--- src/mei_pkg.sv ---
package mei_pkg;

	// ------------------------------------------------------------
	// register offsets
	// ------------------------------------------------------------
	localparam logic [5:0] ADDR_TAP_THRESHOLD       = 6'h1d;
	localparam logic [5:0] ADDR_TAP_MAX_TIME        = 6'h21;
	localparam logic [5:0] ADDR_TAP_LATENCY         = 6'h22;
	localparam logic [5:0] ADDR_SECOND_TAP_SPAN     = 6'h23;
	localparam logic [5:0] ADDR_ACTIVITY_THRESHOLD  = 6'h24;
	localparam logic [5:0] ADDR_STILLNESS_THRESHOLD = 6'h25;
	localparam logic [5:0] ADDR_STILLNESS_TIME      = 6'h26;
	localparam logic [5:0] ADDR_MOTION_AXIS_CONTROL = 6'h27;
	localparam logic [5:0] ADDR_DROP_THRESHOLD      = 6'h28;
	localparam logic [5:0] ADDR_DROP_TIME           = 6'h29;
	localparam logic [5:0] ADDR_INTERRUPT_ENABLE    = 6'h2e;
	localparam logic [5:0] ADDR_INTERRUPT_ROUTING   = 6'h2f;
	localparam logic [5:0] ADDR_INTERRUPT_FLAGS     = 6'h30;
	localparam logic [5:0] ADDR_OUTPUT_FORMAT       = 6'h31;
	localparam logic [5:0] ADDR_AXIS_FIRST          = 6'h32;
	localparam logic [5:0] ADDR_AXIS_LAST           = 6'h37;

	// ------------------------------------------------------------
	// field positions and reset values
	// ------------------------------------------------------------
	localparam int BIT_NEW_SAMPLE = 7;
	localparam int BIT_SINGLE_TAP = 6;
	localparam int BIT_DOUBLE_TAP = 5;
	localparam int BIT_ACTIVITY   = 4;
	localparam int BIT_STILLNESS  = 3;
	localparam int BIT_DROP       = 2;
	localparam int BIT_INVERT     = 5;
	localparam int BIT_ACT_AC     = 7;
	localparam int BIT_ACT_X      = 6;
	localparam int BIT_STILL_AC   = 3;
	localparam int BIT_STILL_X    = 2;
	localparam logic [7:0] REG_RESET      = 8'h00;
	localparam logic [7:0] FLAG_IMPL_MASK = 8'hfc;
	localparam int THR_SHIFT = 4;

	// ------------------------------------------------------------
	// time bases
	// ------------------------------------------------------------
	localparam int CLK_PERIOD_NS    = 20;
	localparam int TAP_UNIT_NS      = 625000;
	localparam int LAT_UNIT_NS      = 1250000;
	localparam int STILL_UNIT_NS    = 1000000000;
	localparam int DROP_UNIT_NS     = 5000000;
	localparam int TAP_UNIT_CYCLES   = TAP_UNIT_NS / CLK_PERIOD_NS;
	localparam int LAT_UNIT_CYCLES   = LAT_UNIT_NS / CLK_PERIOD_NS;
	localparam int STILL_UNIT_CYCLES = STILL_UNIT_NS / CLK_PERIOD_NS;
	localparam int DROP_UNIT_CYCLES  = DROP_UNIT_NS / CLK_PERIOD_NS;

	// distance of a sample from a reference, saturated to 16 bits
	function automatic logic [15:0] mei_dist(input logic signed [15:0] a,
		input logic signed [15:0] b);
		logic signed [16:0] d;
		logic [16:0]        m;
		d = 17'(a) - 17'(b);
		m = d[16] ? 17'(-d) : 17'(d);
		// clamp one short of all ones so the strict below tests may add one safely
		return (m[16] || m[15:0] == 16'hffff) ? 16'hfffe : m[15:0];
	endfunction

	// threshold registers count in steps of sixteen sample lsbs
	function automatic logic mei_over(input logic [15:0] mag, input logic [7:0] thr);
		return mag > ({8'h00, thr} << THR_SHIFT);
	endfunction

endpackage

--- src/mei_core.sv ---
`timescale 1ns/1ps
// Overview of operation
// two push-pull interrupt pins carry events to the host
// pins active high after reset; invert bit makes both active low
// each function flags only when enabled; routing bit picks its pin
// host sets up functions and routing before enabling any interrupt
// host disables a function before reconfiguring it, then re-enables
// flags latch; new-sample flag holds until data reads consume the sample
// other latched flags clear when the flag register is read
// new-sample flag set while an unread sample exists, else clear
// single tap: above tap threshold for less than tap max time
// double tap: second short tap after latency and within span
// activity: any selected axis exceeds the activity threshold
// stillness: all selected axes below threshold longer than stillness time
// drop: all three axes below drop threshold longer than drop time
// drop always uses all axes, dc coupling, timer up to 1.28 s
// all functions run together; functions on one pin share it
// pin asserts while any enabled latched flag routed to it is set
module mei_core
	import mei_pkg::*;
#(
	parameter int TAP_TICK_CYCLES   = TAP_UNIT_CYCLES,
	parameter int LAT_TICK_CYCLES   = LAT_UNIT_CYCLES,
	parameter int STILL_TICK_CYCLES = STILL_UNIT_CYCLES,
	parameter int DROP_TICK_CYCLES  = DROP_UNIT_CYCLES
) (
	// clock and reset
	input  wire logic               clk,
	input  wire logic               rst_n,
	// register access port
	input  wire logic [5:0]         reg_addr,
	input  wire logic               reg_wr_en,
	input  wire logic [7:0]         reg_wdata,
	input  wire logic               reg_rd_en,
	output logic      [7:0]         reg_rdata,
	// samples from the measurement path
	input  wire logic               sample_valid,
	input  wire logic signed [15:0] sample_x,
	input  wire logic signed [15:0] sample_y,
	input  wire logic signed [15:0] sample_z,
	// interrupt pins
	output logic                    irq_pin_one,
	output logic                    irq_pin_two
);
	// ------------------------------------------------------------
	// configuration registers
	// ------------------------------------------------------------
	logic [7:0] tap_threshold;
	logic [7:0] tap_max_time;
	logic [7:0] tap_latency;
	logic [7:0] second_tap_span;
	logic [7:0] activity_threshold;
	logic [7:0] stillness_threshold;
	logic [7:0] stillness_time;
	logic [7:0] motion_axis_control;
	logic [7:0] drop_threshold;
	logic [7:0] drop_time;
	logic [7:0] interrupt_enable_mask;
	logic [7:0] interrupt_pin_routing;
	logic [7:0] output_format_control;
	logic [7:0] interrupt_flags;

	// latest sample and the ac reference
	logic signed [15:0] x_axis_output;
	logic signed [15:0] y_axis_output;
	logic signed [15:0] z_axis_output;
	logic signed [15:0] ref_x;
	logic signed [15:0] ref_y;
	logic signed [15:0] ref_z;
	logic               ref_pending;

	// detector state
	logic       tap_above;
	logic       still_held;
	logic       drop_held;
	logic [8:0] still_count;
	logic [8:0] drop_count;
	logic       tick_tap;
	logic       tick_lat;
	logic       tick_still;
	logic       tick_drop;
	logic       single_hit;
	logic       double_hit;

	// ------------------------------------------------------------
	// register writes
	// ------------------------------------------------------------
	// plain storage; the host is trusted to disable a function around
	// reconfiguration, the logic does not lock anything out
	always_ff @(posedge clk or negedge rst_n) begin
		if (!rst_n) begin
			tap_threshold         <= REG_RESET;
			tap_max_time          <= REG_RESET;
			tap_latency           <= REG_RESET;
			second_tap_span       <= REG_RESET;
			activity_threshold    <= REG_RESET;
			stillness_threshold   <= REG_RESET;
			stillness_time        <= REG_RESET;
			motion_axis_control   <= REG_RESET;
			drop_threshold        <= REG_RESET;
			drop_time             <= REG_RESET;
			interrupt_enable_mask <= REG_RESET;
			interrupt_pin_routing <= REG_RESET;
			output_format_control <= REG_RESET;
		end else if (reg_wr_en) begin
			unique case (reg_addr)
				ADDR_TAP_THRESHOLD:       tap_threshold         <= reg_wdata;
				ADDR_TAP_MAX_TIME:        tap_max_time          <= reg_wdata;
				ADDR_TAP_LATENCY:         tap_latency           <= reg_wdata;
				ADDR_SECOND_TAP_SPAN:     second_tap_span       <= reg_wdata;
				ADDR_ACTIVITY_THRESHOLD:  activity_threshold    <= reg_wdata;
				ADDR_STILLNESS_THRESHOLD: stillness_threshold   <= reg_wdata;
				ADDR_STILLNESS_TIME:      stillness_time        <= reg_wdata;
				ADDR_MOTION_AXIS_CONTROL: motion_axis_control   <= reg_wdata;
				ADDR_DROP_THRESHOLD:      drop_threshold        <= reg_wdata;
				ADDR_DROP_TIME:           drop_time             <= reg_wdata;
				ADDR_INTERRUPT_ENABLE:    interrupt_enable_mask <= reg_wdata;
				ADDR_INTERRUPT_ROUTING:   interrupt_pin_routing <= reg_wdata;
				ADDR_OUTPUT_FORMAT:       output_format_control <= reg_wdata;
				default: ;
			endcase
		end
	end

	// ------------------------------------------------------------
	// register reads
	// ------------------------------------------------------------
	// read data is registered, so it appears the cycle after reg_rd_en
	always_ff @(posedge clk or negedge rst_n) begin
		if (!rst_n) begin
			reg_rdata <= 8'h00;
		end else if (reg_rd_en) begin
			unique case (reg_addr)
				ADDR_TAP_THRESHOLD:       reg_rdata <= tap_threshold;
				ADDR_TAP_MAX_TIME:        reg_rdata <= tap_max_time;
				ADDR_TAP_LATENCY:         reg_rdata <= tap_latency;
				ADDR_SECOND_TAP_SPAN:     reg_rdata <= second_tap_span;
				ADDR_ACTIVITY_THRESHOLD:  reg_rdata <= activity_threshold;
				ADDR_STILLNESS_THRESHOLD: reg_rdata <= stillness_threshold;
				ADDR_STILLNESS_TIME:      reg_rdata <= stillness_time;
				ADDR_MOTION_AXIS_CONTROL: reg_rdata <= motion_axis_control;
				ADDR_DROP_THRESHOLD:      reg_rdata <= drop_threshold;
				ADDR_DROP_TIME:           reg_rdata <= drop_time;
				ADDR_INTERRUPT_ENABLE:    reg_rdata <= interrupt_enable_mask;
				ADDR_INTERRUPT_ROUTING:   reg_rdata <= interrupt_pin_routing;
				ADDR_INTERRUPT_FLAGS:     reg_rdata <= interrupt_flags;
				ADDR_OUTPUT_FORMAT:       reg_rdata <= output_format_control;
				6'h32:                    reg_rdata <= x_axis_output[7:0];
				6'h33:                    reg_rdata <= x_axis_output[15:8];
				6'h34:                    reg_rdata <= y_axis_output[7:0];
				6'h35:                    reg_rdata <= y_axis_output[15:8];
				6'h36:                    reg_rdata <= z_axis_output[7:0];
				6'h37:                    reg_rdata <= z_axis_output[15:8];
				default:                  reg_rdata <= 8'h00;
			endcase
		end
	end

	// ------------------------------------------------------------
	// sample capture and ac reference
	// ------------------------------------------------------------
	// a new sample simply replaces the old one; no buffering here
	always_ff @(posedge clk or negedge rst_n) begin
		if (!rst_n) begin
			x_axis_output <= 16'sh0000;
			y_axis_output <= 16'sh0000;
			z_axis_output <= 16'sh0000;
		end else if (sample_valid) begin
			x_axis_output <= sample_x;
			y_axis_output <= sample_y;
			z_axis_output <= sample_z;
		end
	end

	// reference is retaken on the first sample after a relevant write,
	// so re-enabling an ac-coupled function starts from the current pose
	always_ff @(posedge clk or negedge rst_n) begin
		if (!rst_n) begin
			ref_x       <= 16'sh0000;
			ref_y       <= 16'sh0000;
			ref_z       <= 16'sh0000;
			ref_pending <= 1'b1;
		end else if (sample_valid && ref_pending) begin
			ref_x       <= sample_x;
			ref_y       <= sample_y;
			ref_z       <= sample_z;
			ref_pending <= 1'b0;
		end else if (reg_wr_en && (reg_addr == ADDR_INTERRUPT_ENABLE ||
			reg_addr == ADDR_MOTION_AXIS_CONTROL)) begin
			ref_pending <= 1'b1;
		end
	end

	// ------------------------------------------------------------
	// per-sample comparisons
	// ------------------------------------------------------------
	logic [15:0] act_mag [3];
	logic [15:0] still_mag [3];
	logic [15:0] dc_mag [3];
	logic        act_hit;
	logic        still_hit;
	logic        drop_hit;
	logic        tap_hit;

	always_comb begin
		act_mag[0]   = mei_dist(sample_x, motion_axis_control[BIT_ACT_AC] ? ref_x : 16'sh0000);
		act_mag[1]   = mei_dist(sample_y, motion_axis_control[BIT_ACT_AC] ? ref_y : 16'sh0000);
		act_mag[2]   = mei_dist(sample_z, motion_axis_control[BIT_ACT_AC] ? ref_z : 16'sh0000);
		still_mag[0] = mei_dist(sample_x, motion_axis_control[BIT_STILL_AC] ? ref_x : 16'sh0000);
		still_mag[1] = mei_dist(sample_y, motion_axis_control[BIT_STILL_AC] ? ref_y : 16'sh0000);
		still_mag[2] = mei_dist(sample_z, motion_axis_control[BIT_STILL_AC] ? ref_z : 16'sh0000);
		// drop ignores the coupling bits entirely
		dc_mag[0]    = mei_dist(sample_x, 16'sh0000);
		dc_mag[1]    = mei_dist(sample_y, 16'sh0000);
		dc_mag[2]    = mei_dist(sample_z, 16'sh0000);
		act_hit   = 1'b0;
		still_hit = 1'b1;
		drop_hit  = 1'b1;
		tap_hit   = 1'b0;
		for (int i = 0; i < 3; i++) begin
			// axis enable bits run x, y, z from the high end down
			if (motion_axis_control[BIT_ACT_X - i] && mei_over(act_mag[i], activity_threshold))
				act_hit = 1'b1;
			if (motion_axis_control[BIT_STILL_X - i] &&
				!mei_over(still_mag[i] + 16'h0001, stillness_threshold))
				still_hit = still_hit;
			else if (motion_axis_control[BIT_STILL_X - i])
				still_hit = 1'b0;
			if (mei_over(dc_mag[i] + 16'h0001, drop_threshold))
				drop_hit = 1'b0;
			if (mei_over(dc_mag[i], tap_threshold))
				tap_hit = 1'b1;
		end
		// with no axis selected stillness can never be seen
		if (motion_axis_control[BIT_STILL_X -: 3] == 3'b000)
			still_hit = 1'b0;
	end

	// ------------------------------------------------------------
	// time bases
	// ------------------------------------------------------------
	mei_tick_div #(.PERIOD(TAP_TICK_CYCLES)) u_tick_tap (
		.clk  (clk),
		.rst_n(rst_n),
		.tick (tick_tap)
	);
	mei_tick_div #(.PERIOD(LAT_TICK_CYCLES)) u_tick_lat (
		.clk  (clk),
		.rst_n(rst_n),
		.tick (tick_lat)
	);
	mei_tick_div #(.PERIOD(STILL_TICK_CYCLES)) u_tick_still (
		.clk  (clk),
		.rst_n(rst_n),
		.tick (tick_still)
	);
	mei_tick_div #(.PERIOD(DROP_TICK_CYCLES)) u_tick_drop (
		.clk  (clk),
		.rst_n(rst_n),
		.tick (tick_drop)
	);

	// ------------------------------------------------------------
	// tap detection
	// ------------------------------------------------------------
	// tap level is held between samples so the timer sees a steady level
	always_ff @(posedge clk or negedge rst_n) begin
		if (!rst_n)
			tap_above <= 1'b0;
		else if (sample_valid)
			tap_above <= tap_hit;
	end

	mei_tap_detect u_tap (
		.clk       (clk),
		.rst_n     (rst_n),
		.above     (tap_above),
		.tick_dur  (tick_tap),
		.tick_lat  (tick_lat),
		.max_time  (tap_max_time),
		.latency   (tap_latency),
		.span      (second_tap_span),
		.single_hit(single_hit),
		.double_hit(double_hit)
	);

	// ------------------------------------------------------------
	// dwell timers
	// ------------------------------------------------------------
	// counters are one bit wider than the time so "longer than 255" fits;
	// the tick phase is free running, so the dwell may run up to one unit long
	always_ff @(posedge clk or negedge rst_n) begin
		if (!rst_n) begin
			still_held  <= 1'b0;
			still_count <= 9'h000;
		end else if (sample_valid && !still_hit) begin
			still_held  <= 1'b0;
			still_count <= 9'h000;
		end else if (sample_valid && !still_held) begin
			still_held  <= 1'b1;
			still_count <= 9'h000;
		end else if (tick_still && still_held && still_count != 9'h1ff) begin
			still_count <= still_count + 9'h001;
		end
	end

	// drop timer: 8 bits of 5 ms steps cover the full 1.28 s span
	always_ff @(posedge clk or negedge rst_n) begin
		if (!rst_n) begin
			drop_held  <= 1'b0;
			drop_count <= 9'h000;
		end else if (sample_valid && !drop_hit) begin
			drop_held  <= 1'b0;
			drop_count <= 9'h000;
		end else if (sample_valid && !drop_held) begin
			drop_held  <= 1'b1;
			drop_count <= 9'h000;
		end else if (tick_drop && drop_held && drop_count != 9'h1ff) begin
			drop_count <= drop_count + 9'h001;
		end
	end

	// ------------------------------------------------------------
	// latched flags
	// ------------------------------------------------------------
	logic [7:0] flag_set;
	logic [7:0] flag_clr;
	logic       data_read;

	always_comb begin
		flag_set = 8'h00;
		// one-shot sets when a dwell first passes its time
		flag_set[BIT_NEW_SAMPLE] = sample_valid;
		flag_set[BIT_SINGLE_TAP] = single_hit;
		flag_set[BIT_DOUBLE_TAP] = double_hit;
		flag_set[BIT_ACTIVITY]   = sample_valid && act_hit;
		flag_set[BIT_STILLNESS]  = tick_still && still_held &&
			still_count == {1'b0, stillness_time};
		flag_set[BIT_DROP]       = tick_drop && drop_held &&
			drop_count == {1'b0, drop_time};
		// only enabled functions latch anything, apart from sample state
		flag_set = flag_set & (interrupt_enable_mask | (8'h01 << BIT_NEW_SAMPLE));
		data_read = reg_rd_en && reg_addr >= ADDR_AXIS_FIRST && reg_addr <= ADDR_AXIS_LAST;
		flag_clr = 8'h00;
		flag_clr[BIT_NEW_SAMPLE] = data_read;
		if (reg_rd_en && reg_addr == ADDR_INTERRUPT_FLAGS)
			flag_clr = flag_clr | (FLAG_IMPL_MASK & ~(8'h01 << BIT_NEW_SAMPLE));
	end

	// a set in the same cycle as its clear wins, so no event is lost
	always_ff @(posedge clk or negedge rst_n) begin
		if (!rst_n)
			interrupt_flags <= REG_RESET;
		else
			interrupt_flags <= ((interrupt_flags & ~flag_clr) | flag_set) & FLAG_IMPL_MASK;
	end

	// ------------------------------------------------------------
	// interrupt pins
	// ------------------------------------------------------------
	logic [7:0] live;

	assign live = interrupt_flags & interrupt_enable_mask;

	// pins are always driven, both levels, straight from flops
	always_ff @(posedge clk or negedge rst_n) begin
		if (!rst_n) begin
			irq_pin_one <= 1'b0;
			irq_pin_two <= 1'b0;
		end else begin
			irq_pin_one <= (|(live & ~interrupt_pin_routing)) ^
				output_format_control[BIT_INVERT];
			irq_pin_two <= (|(live & interrupt_pin_routing)) ^
				output_format_control[BIT_INVERT];
		end
	end
endmodule

--- src/mei_tap_detect.sv ---
`timescale 1ns/1ps
module mei_tap_detect
	import mei_pkg::*;
(
	// clock and reset
	input  wire logic       clk,
	input  wire logic       rst_n,
	// level and time bases
	input  wire logic       above,
	input  wire logic       tick_dur,
	input  wire logic       tick_lat,
	// settings
	input  wire logic [7:0] max_time,
	input  wire logic [7:0] latency,
	input  wire logic [7:0] span,
	// detections
	output logic            single_hit,
	output logic            double_hit
);
	typedef enum {IDLE, FIRST, LATENT, WINDOW, SECOND, WAIT_LOW} mei_tap_state_t;
	mei_tap_state_t state;
	logic [7:0]     count;

	// short pulse detection and second tap qualification
	always_ff @(posedge clk or negedge rst_n) begin
		if (!rst_n) begin
			state      <= IDLE;
			count      <= 8'h00;
			single_hit <= 1'b0;
			double_hit <= 1'b0;
		end else begin
			single_hit <= 1'b0;
			double_hit <= 1'b0;
			unique case (state)
				IDLE: begin
					count <= 8'h00;
					if (above && max_time != 8'h00)
						state <= FIRST;
				end
				FIRST: begin
					if (!above) begin
						single_hit <= 1'b1;
						count      <= 8'h00;
						// a zero latency or span leaves only single taps
						state      <= (latency != 8'h00 && span != 8'h00) ? LATENT : IDLE;
					end else if (tick_dur) begin
						count <= count + 8'h01;
						if (count + 8'h01 >= max_time)
							state <= WAIT_LOW; // too long to be a tap
					end
				end
				LATENT: begin
					if (above)
						state <= WAIT_LOW; // second tap started too early
					else if (tick_lat) begin
						count <= count + 8'h01;
						if (count + 8'h01 >= latency) begin
							count <= 8'h00;
							state <= WINDOW;
						end
					end
				end
				WINDOW: begin
					if (above) begin
						count <= 8'h00;
						state <= SECOND;
					end else if (tick_lat) begin
						count <= count + 8'h01;
						if (count + 8'h01 >= span)
							state <= IDLE;
					end
				end
				SECOND: begin
					if (!above) begin
						double_hit <= 1'b1;
						state      <= IDLE;
					end else if (tick_dur) begin
						count <= count + 8'h01;
						if (count + 8'h01 >= max_time)
							state <= WAIT_LOW;
					end
				end
				WAIT_LOW: begin
					if (!above)
						state <= IDLE;
				end
			endcase
		end
	end
endmodule

--- src/mei_tick_div.sv ---
`timescale 1ns/1ps
module mei_tick_div #(
	parameter int PERIOD = 4
) (
	// clock and reset
	input  wire logic clk,
	input  wire logic rst_n,
	// one-cycle enable every PERIOD cycles
	output logic      tick
);
	logic [31:0] count;

	// free running so every time base stays phase stable
	always_ff @(posedge clk or negedge rst_n) begin
		if (!rst_n) begin
			count <= 32'h0000_0000;
			tick  <= 1'b0;
		end else if (count == 32'(PERIOD - 1)) begin
			count <= 32'h0000_0000;
			tick  <= 1'b1;
		end else begin
			count <= count + 32'h0000_0001;
			tick  <= 1'b0;
		end
	end
endmodule

--- config.mk ---
export PLATFORM = sky130hd
export DESIGN_NAME = mei_core
export DESIGN_NICKNAME = d
export VERILOG_FILES = /design/src/mei_pkg.sv /design/src/mei_core.sv /design/src/mei_tap_detect.sv /design/src/mei_tick_div.sv
export SDC_FILE = /design/constraint.sdc
export NUM_CORES = 1
export LEC_CHECK = 0
export BUFFER_PORTS_ARGS = -buffer_cell sky130_fd_sc_hd__buf_2
export CORE_UTILIZATION = 40
export DETAILED_ROUTE_END_ITERATION = 7
export GPL_TIMING_DRIVEN = 0
export HOLD_SLACK_MARGIN = 0.06
export PLACE_DENSITY = 0.58
export SLEW_MARGIN = 20
export SYNTH_ARGS = -nofsm -noshare
export SYNTH_HDL_FRONTEND = slang
export SYNTH_SLANG_ARGS = --single-unit
--- constraint.sdc ---
create_clock -name clk -period 9.6 [get_ports clk]
set_input_delay 1.44 -clock clk [delete_from_list [all_inputs] [get_ports clk]]
set_output_delay 1.44 -clock clk [all_outputs]
set_load 0.005 [all_outputs]
Yosys cells after proc, flatten, opt, wreduce, memory -nomap -nowiden:

Cells that the tools add are included.

* bits in registers: 412
* input port bits: 67
* output and inout bits: 10
* logic and storage cells: 304

* add/subtract/negate cells: 28
* magnitude comparators: 17
* equal/unequal tests: 51
* mux-type cells: 88
* bitwise gates (word level): 10
* reduce and logical (&&, ||, !) cells: 69

Operators by type and width (count)
* $mux 32: 16
* $mux 16: 15
* $gt 16x12->1: 12
* $pmux 32 s6: 1
* $pmux 8 s20: 1
* $mux 17: 9
* $eq 16x16->1 const B: 9
* $add 32x1->32 const B: 4
* $eq 6x6->1 const B: 19
* $neg 17->17: 6
* $sub 16x16->17: 6
* $add 16x1->16 const B: 6
* $eq 32x2->1 const B: 2
* $eq 32x3->1 const B: 2
* $mux 8: 8
* $mux 9: 6
* $neg 16->17: 3
* $and 8x8->8: 5
* $pmux 8 s5: 1
* $eq 32x1->1 const B: 1
* $eq 32x15->1 const B: 1
* $eq 32x16->1 const B: 1
* $eq 32x18->1 const B: 1
* $eq 32x26->1 const B: 1
* 31 further kinds: 127

Longest topological paths before layout:

* depth in word-level cells: 20
* mapped depth: 32
* mapped depth without buffers: 29

Hierarchy:

A second synthesis with hierarchy kept.

* cells, all modules: 3470
* area, all modules: 31770.5 um^2

Modules (own cells, without submodules)
* mei_core: instances 1, cells an instance 2622, area each 22913.2 um^2, seq. area each 5957.0 um^2
* mei_tap_detect: instances 1, cells an instance 230, area each 2346.0 um^2, seq. area each 1051.0 um^2
* mei_tick_div at u_tick_still: instances 1, cells an instance 167, area each 1671.6 um^2, seq. area each 825.8 um^2
* mei_tick_div at u_tick_lat: instances 1, cells an instance 153, area each 1655.3 um^2, seq. area each 825.8 um^2
* mei_tick_div at u_tick_drop: instances 1, cells an instance 152, area each 1596.5 um^2, seq. area each 825.8 um^2
* mei_tick_div at u_tick_tap: instances 1, cells an instance 146, area each 1587.8 um^2, seq. area each 825.8 um^2

Least setup slack after synthesis:

No wires, ideal clock.

* kind: input-to-reg
* from: input port sample_y[0]
* to: register interrupt_flags[4]
* library setup time: 147 ps
* data arrival time: 6811 ps
* required time: 9453 ps
* path slack: 2642 ps
* stages: 27
* path buffers: 0
* path through: inv_1 ha_1 inv_1 fa_1 xnor2_1 and2_1 nand2_1 or4_1 or4_1 or4_1 o21ai_0 xor2_1 or4bb_1 o41a_1 nand2_1 ha_1 o21ai_0 nand2b_1 a21oi_1 o21ai_0 a21o_1 a21oi_1 nor2_1 nor3_1 a31oi_1 o41ai_1 o221ai_1

* cells in the longest elaborated chain, start to end: 13

Ends and longest elaborated chain
* start, declared: RTL line mei_core.sv:39 `input wire logic signed [15:0] sample_y,`
* $sub 16x16->17 (*): RTL line mei_pkg.sv:59 `d = 17'(a) - 17'(b);`
* $neg 17->17: RTL line mei_pkg.sv:60 `m = d[16] ? 17'(-d) : 17'(d);`
* $mux 17 (*): RTL line mei_pkg.sv:60
* $eq 16x16->1: RTL line mei_pkg.sv:62 `return (m[16] || m[15:0] == 16'hffff) ? 16'hfffe : m[15:0];`
* $logic_or 1x1->1: RTL line mei_pkg.sv:62
* $mux 16 (*): RTL line mei_pkg.sv:62
* $gt 16x12->1 (*): RTL line mei_pkg.sv:67 `return mag > ({8'h00, thr} << THR_SHIFT);`
* $logic_and 1x1->1 (*): RTL line mei_core.sv:222 `if (motion_axis_control[BIT_ACT_X - i] && mei_over(act_mag[i], activity_threshold))`
* $mux 1 (*) (2 in series): RTL line mei_core.sv:222
* $logic_and 1x1->1 (*): RTL line mei_core.sv:336 `flag_set[BIT_ACTIVITY] = sample_valid && act_hit;`
* $and 8x8->8 (*): RTL line mei_core.sv:342 `flag_set = flag_set & (interrupt_enable_mask | (8'h01 << BIT_NEW_SAMPLE));`
* $or 8x8->8 (*): RTL line mei_core.sv:355 `interrupt_flags <= ((interrupt_flags & ~flag_clr) | flag_set) & FLAG_IMPL_MASK;`
* end signal, assigned: RTL line mei_core.sv:355
* end, declared: RTL line mei_core.sv:61 `logic [7:0] interrupt_flags;`

Every way passes the cells marked *; elsewhere a longest branch is shown, timed or not.
A chain may end at the register's enable or synchronous reset.

Final worst setup path:

* from: register motion_axis_control[3]
* to: register still_count[8]

* cells in the longest elaborated chain, start to end: 20
* elaborated cells on any way between the ends: 43
* those cells by class: add/sub (9); order compare (3); eq/ne (3); mux (16); reduce/logical (12)

Ends and longest elaborated chain
* start, declared: RTL line mei_core.sv:55 `logic [7:0] motion_axis_control;`
* start signal, assigned: RTL line mei_core.sv:114 `ADDR_MOTION_AXIS_CONTROL: motion_axis_control <= reg_wdata;`
* $mux 16: RTL line mei_core.sv:209 `still_mag[0] = mei_dist(sample_x, motion_axis_control[BIT_STILL_AC] ? ref_x : 16'sh0000);`
* $sub 16x16->17: RTL line mei_pkg.sv:59
* $neg 17->17: RTL line mei_pkg.sv:60
* $mux 17: RTL line mei_pkg.sv:60
* $eq 16x16->1: RTL line mei_pkg.sv:62
* $logic_or 1x1->1: RTL line mei_pkg.sv:62
* $mux 16: RTL line mei_pkg.sv:62
* $add 16x1->16: RTL line mei_core.sv:225 `!mei_over(still_mag[i] + 16'h0001, stillness_threshold))`
* [4 not listed]
* $mux 1: RTL line mei_core.sv:227 `else if (motion_axis_control[BIT_STILL_X - i])`
* $mux 1: RTL line mei_core.sv:224 `if (motion_axis_control[BIT_STILL_X - i] &&`
* $mux 1: RTL line mei_core.sv:227
* $mux 1 (*): RTL line mei_core.sv:224
* $mux 1 (*): RTL line mei_core.sv:235 `if (motion_axis_control[BIT_STILL_X -: 3] == 3'b000)`
* $logic_not 1->1 (*): RTL line mei_core.sv:296 `end else if (sample_valid && !still_hit) begin`
* $logic_and 1x1->1 (*): RTL line mei_core.sv:296
* $reduce_bool 3->1 (no source line) / $mux 9 (equally long branches)
* end signal, assigned: RTL line mei_core.sv:303 `still_count <= still_count + 9'h001;`
* end, declared: RTL line mei_core.sv:76 `logic [8:0] still_count;`

Marks and branches as above.

==> flow_metrics.env <==
export IMPL_setup_viol=0
export IMPL_startpoint_type="register"
export IMPL_io_buffers=73
export IMPL_cts_hold_buffers=0
export IMPL_final_seq_area_um2=10300
export IMPL_insertion_delay_ps=600
export IMPL_die_w_um=283
export IMPL_r2r_end="still_count[8]"
export IMPL_powerDensity_nw_per_um2=191
export IMPL_period_needed_ps=8860
export IMPL_clkPwrFrac_pct=29.0
export IMPL_critPathArrivalTime_ps=9380
export IMPL_skew_ps=22.7
export IMPL_p_leak_nw=14.8
export IMPL_grt_overflow=0
export IMPL_nets=3952
export IMPL_drive_above_1_share_pct=11.6
export IMPL_cpMostUsedCell="a21oi_1"
export IMPL_syn_cell_area_um2=31600
export IMPL_firstDrtPassIters=6
export IMPL_final_cell_mix="411 x dfrtp_1, 372 x nand2_1, 258 x nor2_1, 235 x ha_1, 209 x xnor2_1"
export IMPL_ir_drop_uv=125
export IMPL_r2r_cells=31
export IMPL_multi_input_area_um2=20500
export IMPL_setup_tns_final_ps=0
export IMPL_slowest_stage="a41oi_1"
export IMPL_hold_path_cell_count=1
export IMPL_post_cts_setup_buffer_count=0
export IMPL_clk_pin_slew_ps=60
export IMPL_max_slew_margin_pct=24.1
export IMPL_hp_start="u_tick_drop.count[0]"
export IMPL_ys_warn_count=0
export IMPL_hold_class="register to register"
export IMPL_fmax_mhz=113
export IMPL_cts_tree="yes"
export IMPL_synth_seq_area_share_pct=32.6
export IMPL_die_h_um=283
export IMPL_fillers=7634
export IMPL_final_hold_viol_count=0
export IMPL_netlist_instances=3488
export IMPL_whs_endpoint="u_tick_drop.count[0]"
export IMPL_drt_initial_drc_count=2327
export IMPL_outcome="finished clean"
export IMPL_route_detailed_drc=0
export IMPL_vias=27100
export IMPL_grt_usage_pct=23.2
export IMPL_grt_max_degree=99
export IMPL_cts_max_path_buffers=3
export IMPL_cts_buffers=48
export IMPL_rsz0062_at_grt="false"
export IMPL_dpl_hpwl_um=72100
export IMPL_critPathCaptureType="register"
export IMPL_synth_cell_types=107
export IMPL_synthArstFlopShare_pct=100
export IMPL_final_util_pct=45.2
export IMPL_cp_max_fo=10
export IMPL_slowest_delay_ps=760
export IMPL_core_rowCount=102
export IMPL_slew_violations=0
export IMPL_ys_ff_latch=412
export IMPL_seqPwrFrac_pct=31.7
export IMPL_routed_wl_um=94200
export IMPL_grt_pass1_wl_um=149000
export IMPL_grt_pass1_vias=25900
export IMPL_postRouteAntennaNets=0
export IMPL_core_area_um2=77800
export IMPL_pin_count=77
export IMPL_p_switching_mw=2.55
export IMPL_start_util_pct=40.6
export IMPL_synth_edf_count=0
export IMPL_p_int_mw=4.19
export IMPL_cp_required_ps=10120
export IMPL_final_common_cell="dfrtp_1"
export IMPL_r2r_start="motion_axis_control[3]"
export IMPL_syn2layout_area_growth_pct=11.4
export IMPL_synthFlopType="dfrtp_1"
export IMPL_post_drt_wl_per_cell_um=19.9
export IMPL_pwr_share_comb_pct=39.3
export IMPL_switching_share_pct=37.8
export IMPL_tightest_slew_ps=1130
export IMPL_avgSynthCellArea_um2=9.06
export IMPL_crit_type="register to register"
export IMPL_final_period_utilization_pct=92.3
export IMPL_cts_resized=0
export IMPL_antenna_found_initial=11
export IMPL_die_area_um2=80100
export IMPL_cts_max_level=2
export IMPL_root_buffer="clkbuf_16"
export IMPL_viasPerCell=5.73
export IMPL_place_gp_congestion=0.936
export IMPL_cts_sinks=412
export IMPL_drv_cap=0
export IMPL_reg2reg_slack_ps=740
-- critical path, delay by kind of cell, from the launching register on --
family | cells | cell delay [ps]
compound gates | 12 | 3440
xor+xnor | 2 | 370
fa+ha+maj | 3 | 880
buf+inv | 3 | 1310
flops | 1 | 330
mux | 1 | 170
simple gates | 10 | 2270
-- per-layer routing --
layer,track usage (%),routed length [µm]
met3,3.06,4920
met4,8.27,3180
met1,32.5,44000
met2,36.6,41900
met5,0,115
-- kinds of logic after synthesis --
family                   share of synthesized area, %
flip-flops                                       32.6
adder cells (fa/ha/maj)                          9.69
other                                          0.0119
XOR/XNOR                                         10.3
multiplexers                                     7.91
buffers and inverters                            2.74
AND/OR/NAND/NOR                                  20.6
AO/OA/AOI/OAI                                    16.1
-- power groups by stage --
stage	Clock, mW	Sequential, mW	Combinational (mW)
after floorplan	0	2.07	1.99
after global placement	0	2.16	2.58
after detailed placement	0	2.16	2.61
after CTS	2.00	2.13	2.63
after global routing	2.07	2.16	2.97
final	1.95	2.14	2.65
-- sequential cells by signal, indices dropped and copies added (netlist names), 9 cells and up --
register and flops:
drop_count 9, ref_x 16, ref_y 16, ref_z 16, still_count 9, u_tap.state 32
u_tick_drop.count 32, u_tick_lat.count 32, u_tick_still.count 32, u_tick_tap.count 32, x_axis_output 16, y_axis_output 16
z_axis_output 16
-- cell type report --
type	count	share of cell area, %
Multi-Input combinational cell	2879	58.3
Sequential cell	412	29.3
Buffer	100	1.13
Antenna cell	2	0.0142
Tap cell	1040	3.70
Timing Repair Buffer	78	1.39
Inverter	125	1.33
Clock inverter	23	0.835
Clock buffer	66	3.97
-- cells in the mapped netlist, types with 39 or more instances --
| cell type | number | area, µm² |
|---|---|---|
| dfrtp_1 | 411 | 10300 |
| nand2_1 | 372 | 1400 |
| nor2_1 | 258 | 968 |
| ha_1 | 235 | 2940 |
| xnor2_1 | 209 | 1830 |
| mux2_2 | 199 | 2240 |
| xor2_1 | 159 | 1390 |
| a21oi_1 | 142 | 711 |
| o21ai_0 | 136 | 681 |
| nand3_1 | 133 | 666 |
| inv_1 | 124 | 465 |
| clkbuf_1 | 82 | 308 |
| nor3_1 | 75 | 375 |
| nand4_1 | 74 | 463 |
| nor4_1 | 65 | 407 |
| a21o_1 | 54 | 405 |
| nand2b_1 | 51 | 319 |
| nor2b_1 | 50 | 313 |
| and3_1 | 41 | 257 |
| o21a_1 | 39 | 293 |
-- worst max-delay path by stage --
| stage | from | endpoint | slack (ps) |
|---|---|---|---|
| 6_report | motion_axis_control[3] | still_count[8] | 740 |
| 5_1_grt | motion_axis_control[3] | still_count[8] | 150 |
| 4_1_cts | motion_axis_control[3] | still_count[0] | 890 |
| 3_5_place_dp | sample_x[0] | still_count[8] | 890 |
| 3_3_place_gp | rst_n | u_tick_still.count[29] | -1660 |
| 2_1_floorplan | sample_y[0] | interrupt_flags[4] | 2640 |
-- per-stage QoR --
step                instances  hold WS [ps]  total power, mW  worst slack (ps)  instance area [µm²]
floorplan                3516           433             4.06              2640                31700
global placement         4629           456             4.74             -1660                33400
detailed placement       4634           458             4.77               894                33500
CTS                      4723           470             6.77               892                35200
global route             4725           484             7.20               150                35200
finish                   4725           464             6.74               739                35200
No activity file was read; power rests on OpenSTA's default activity.
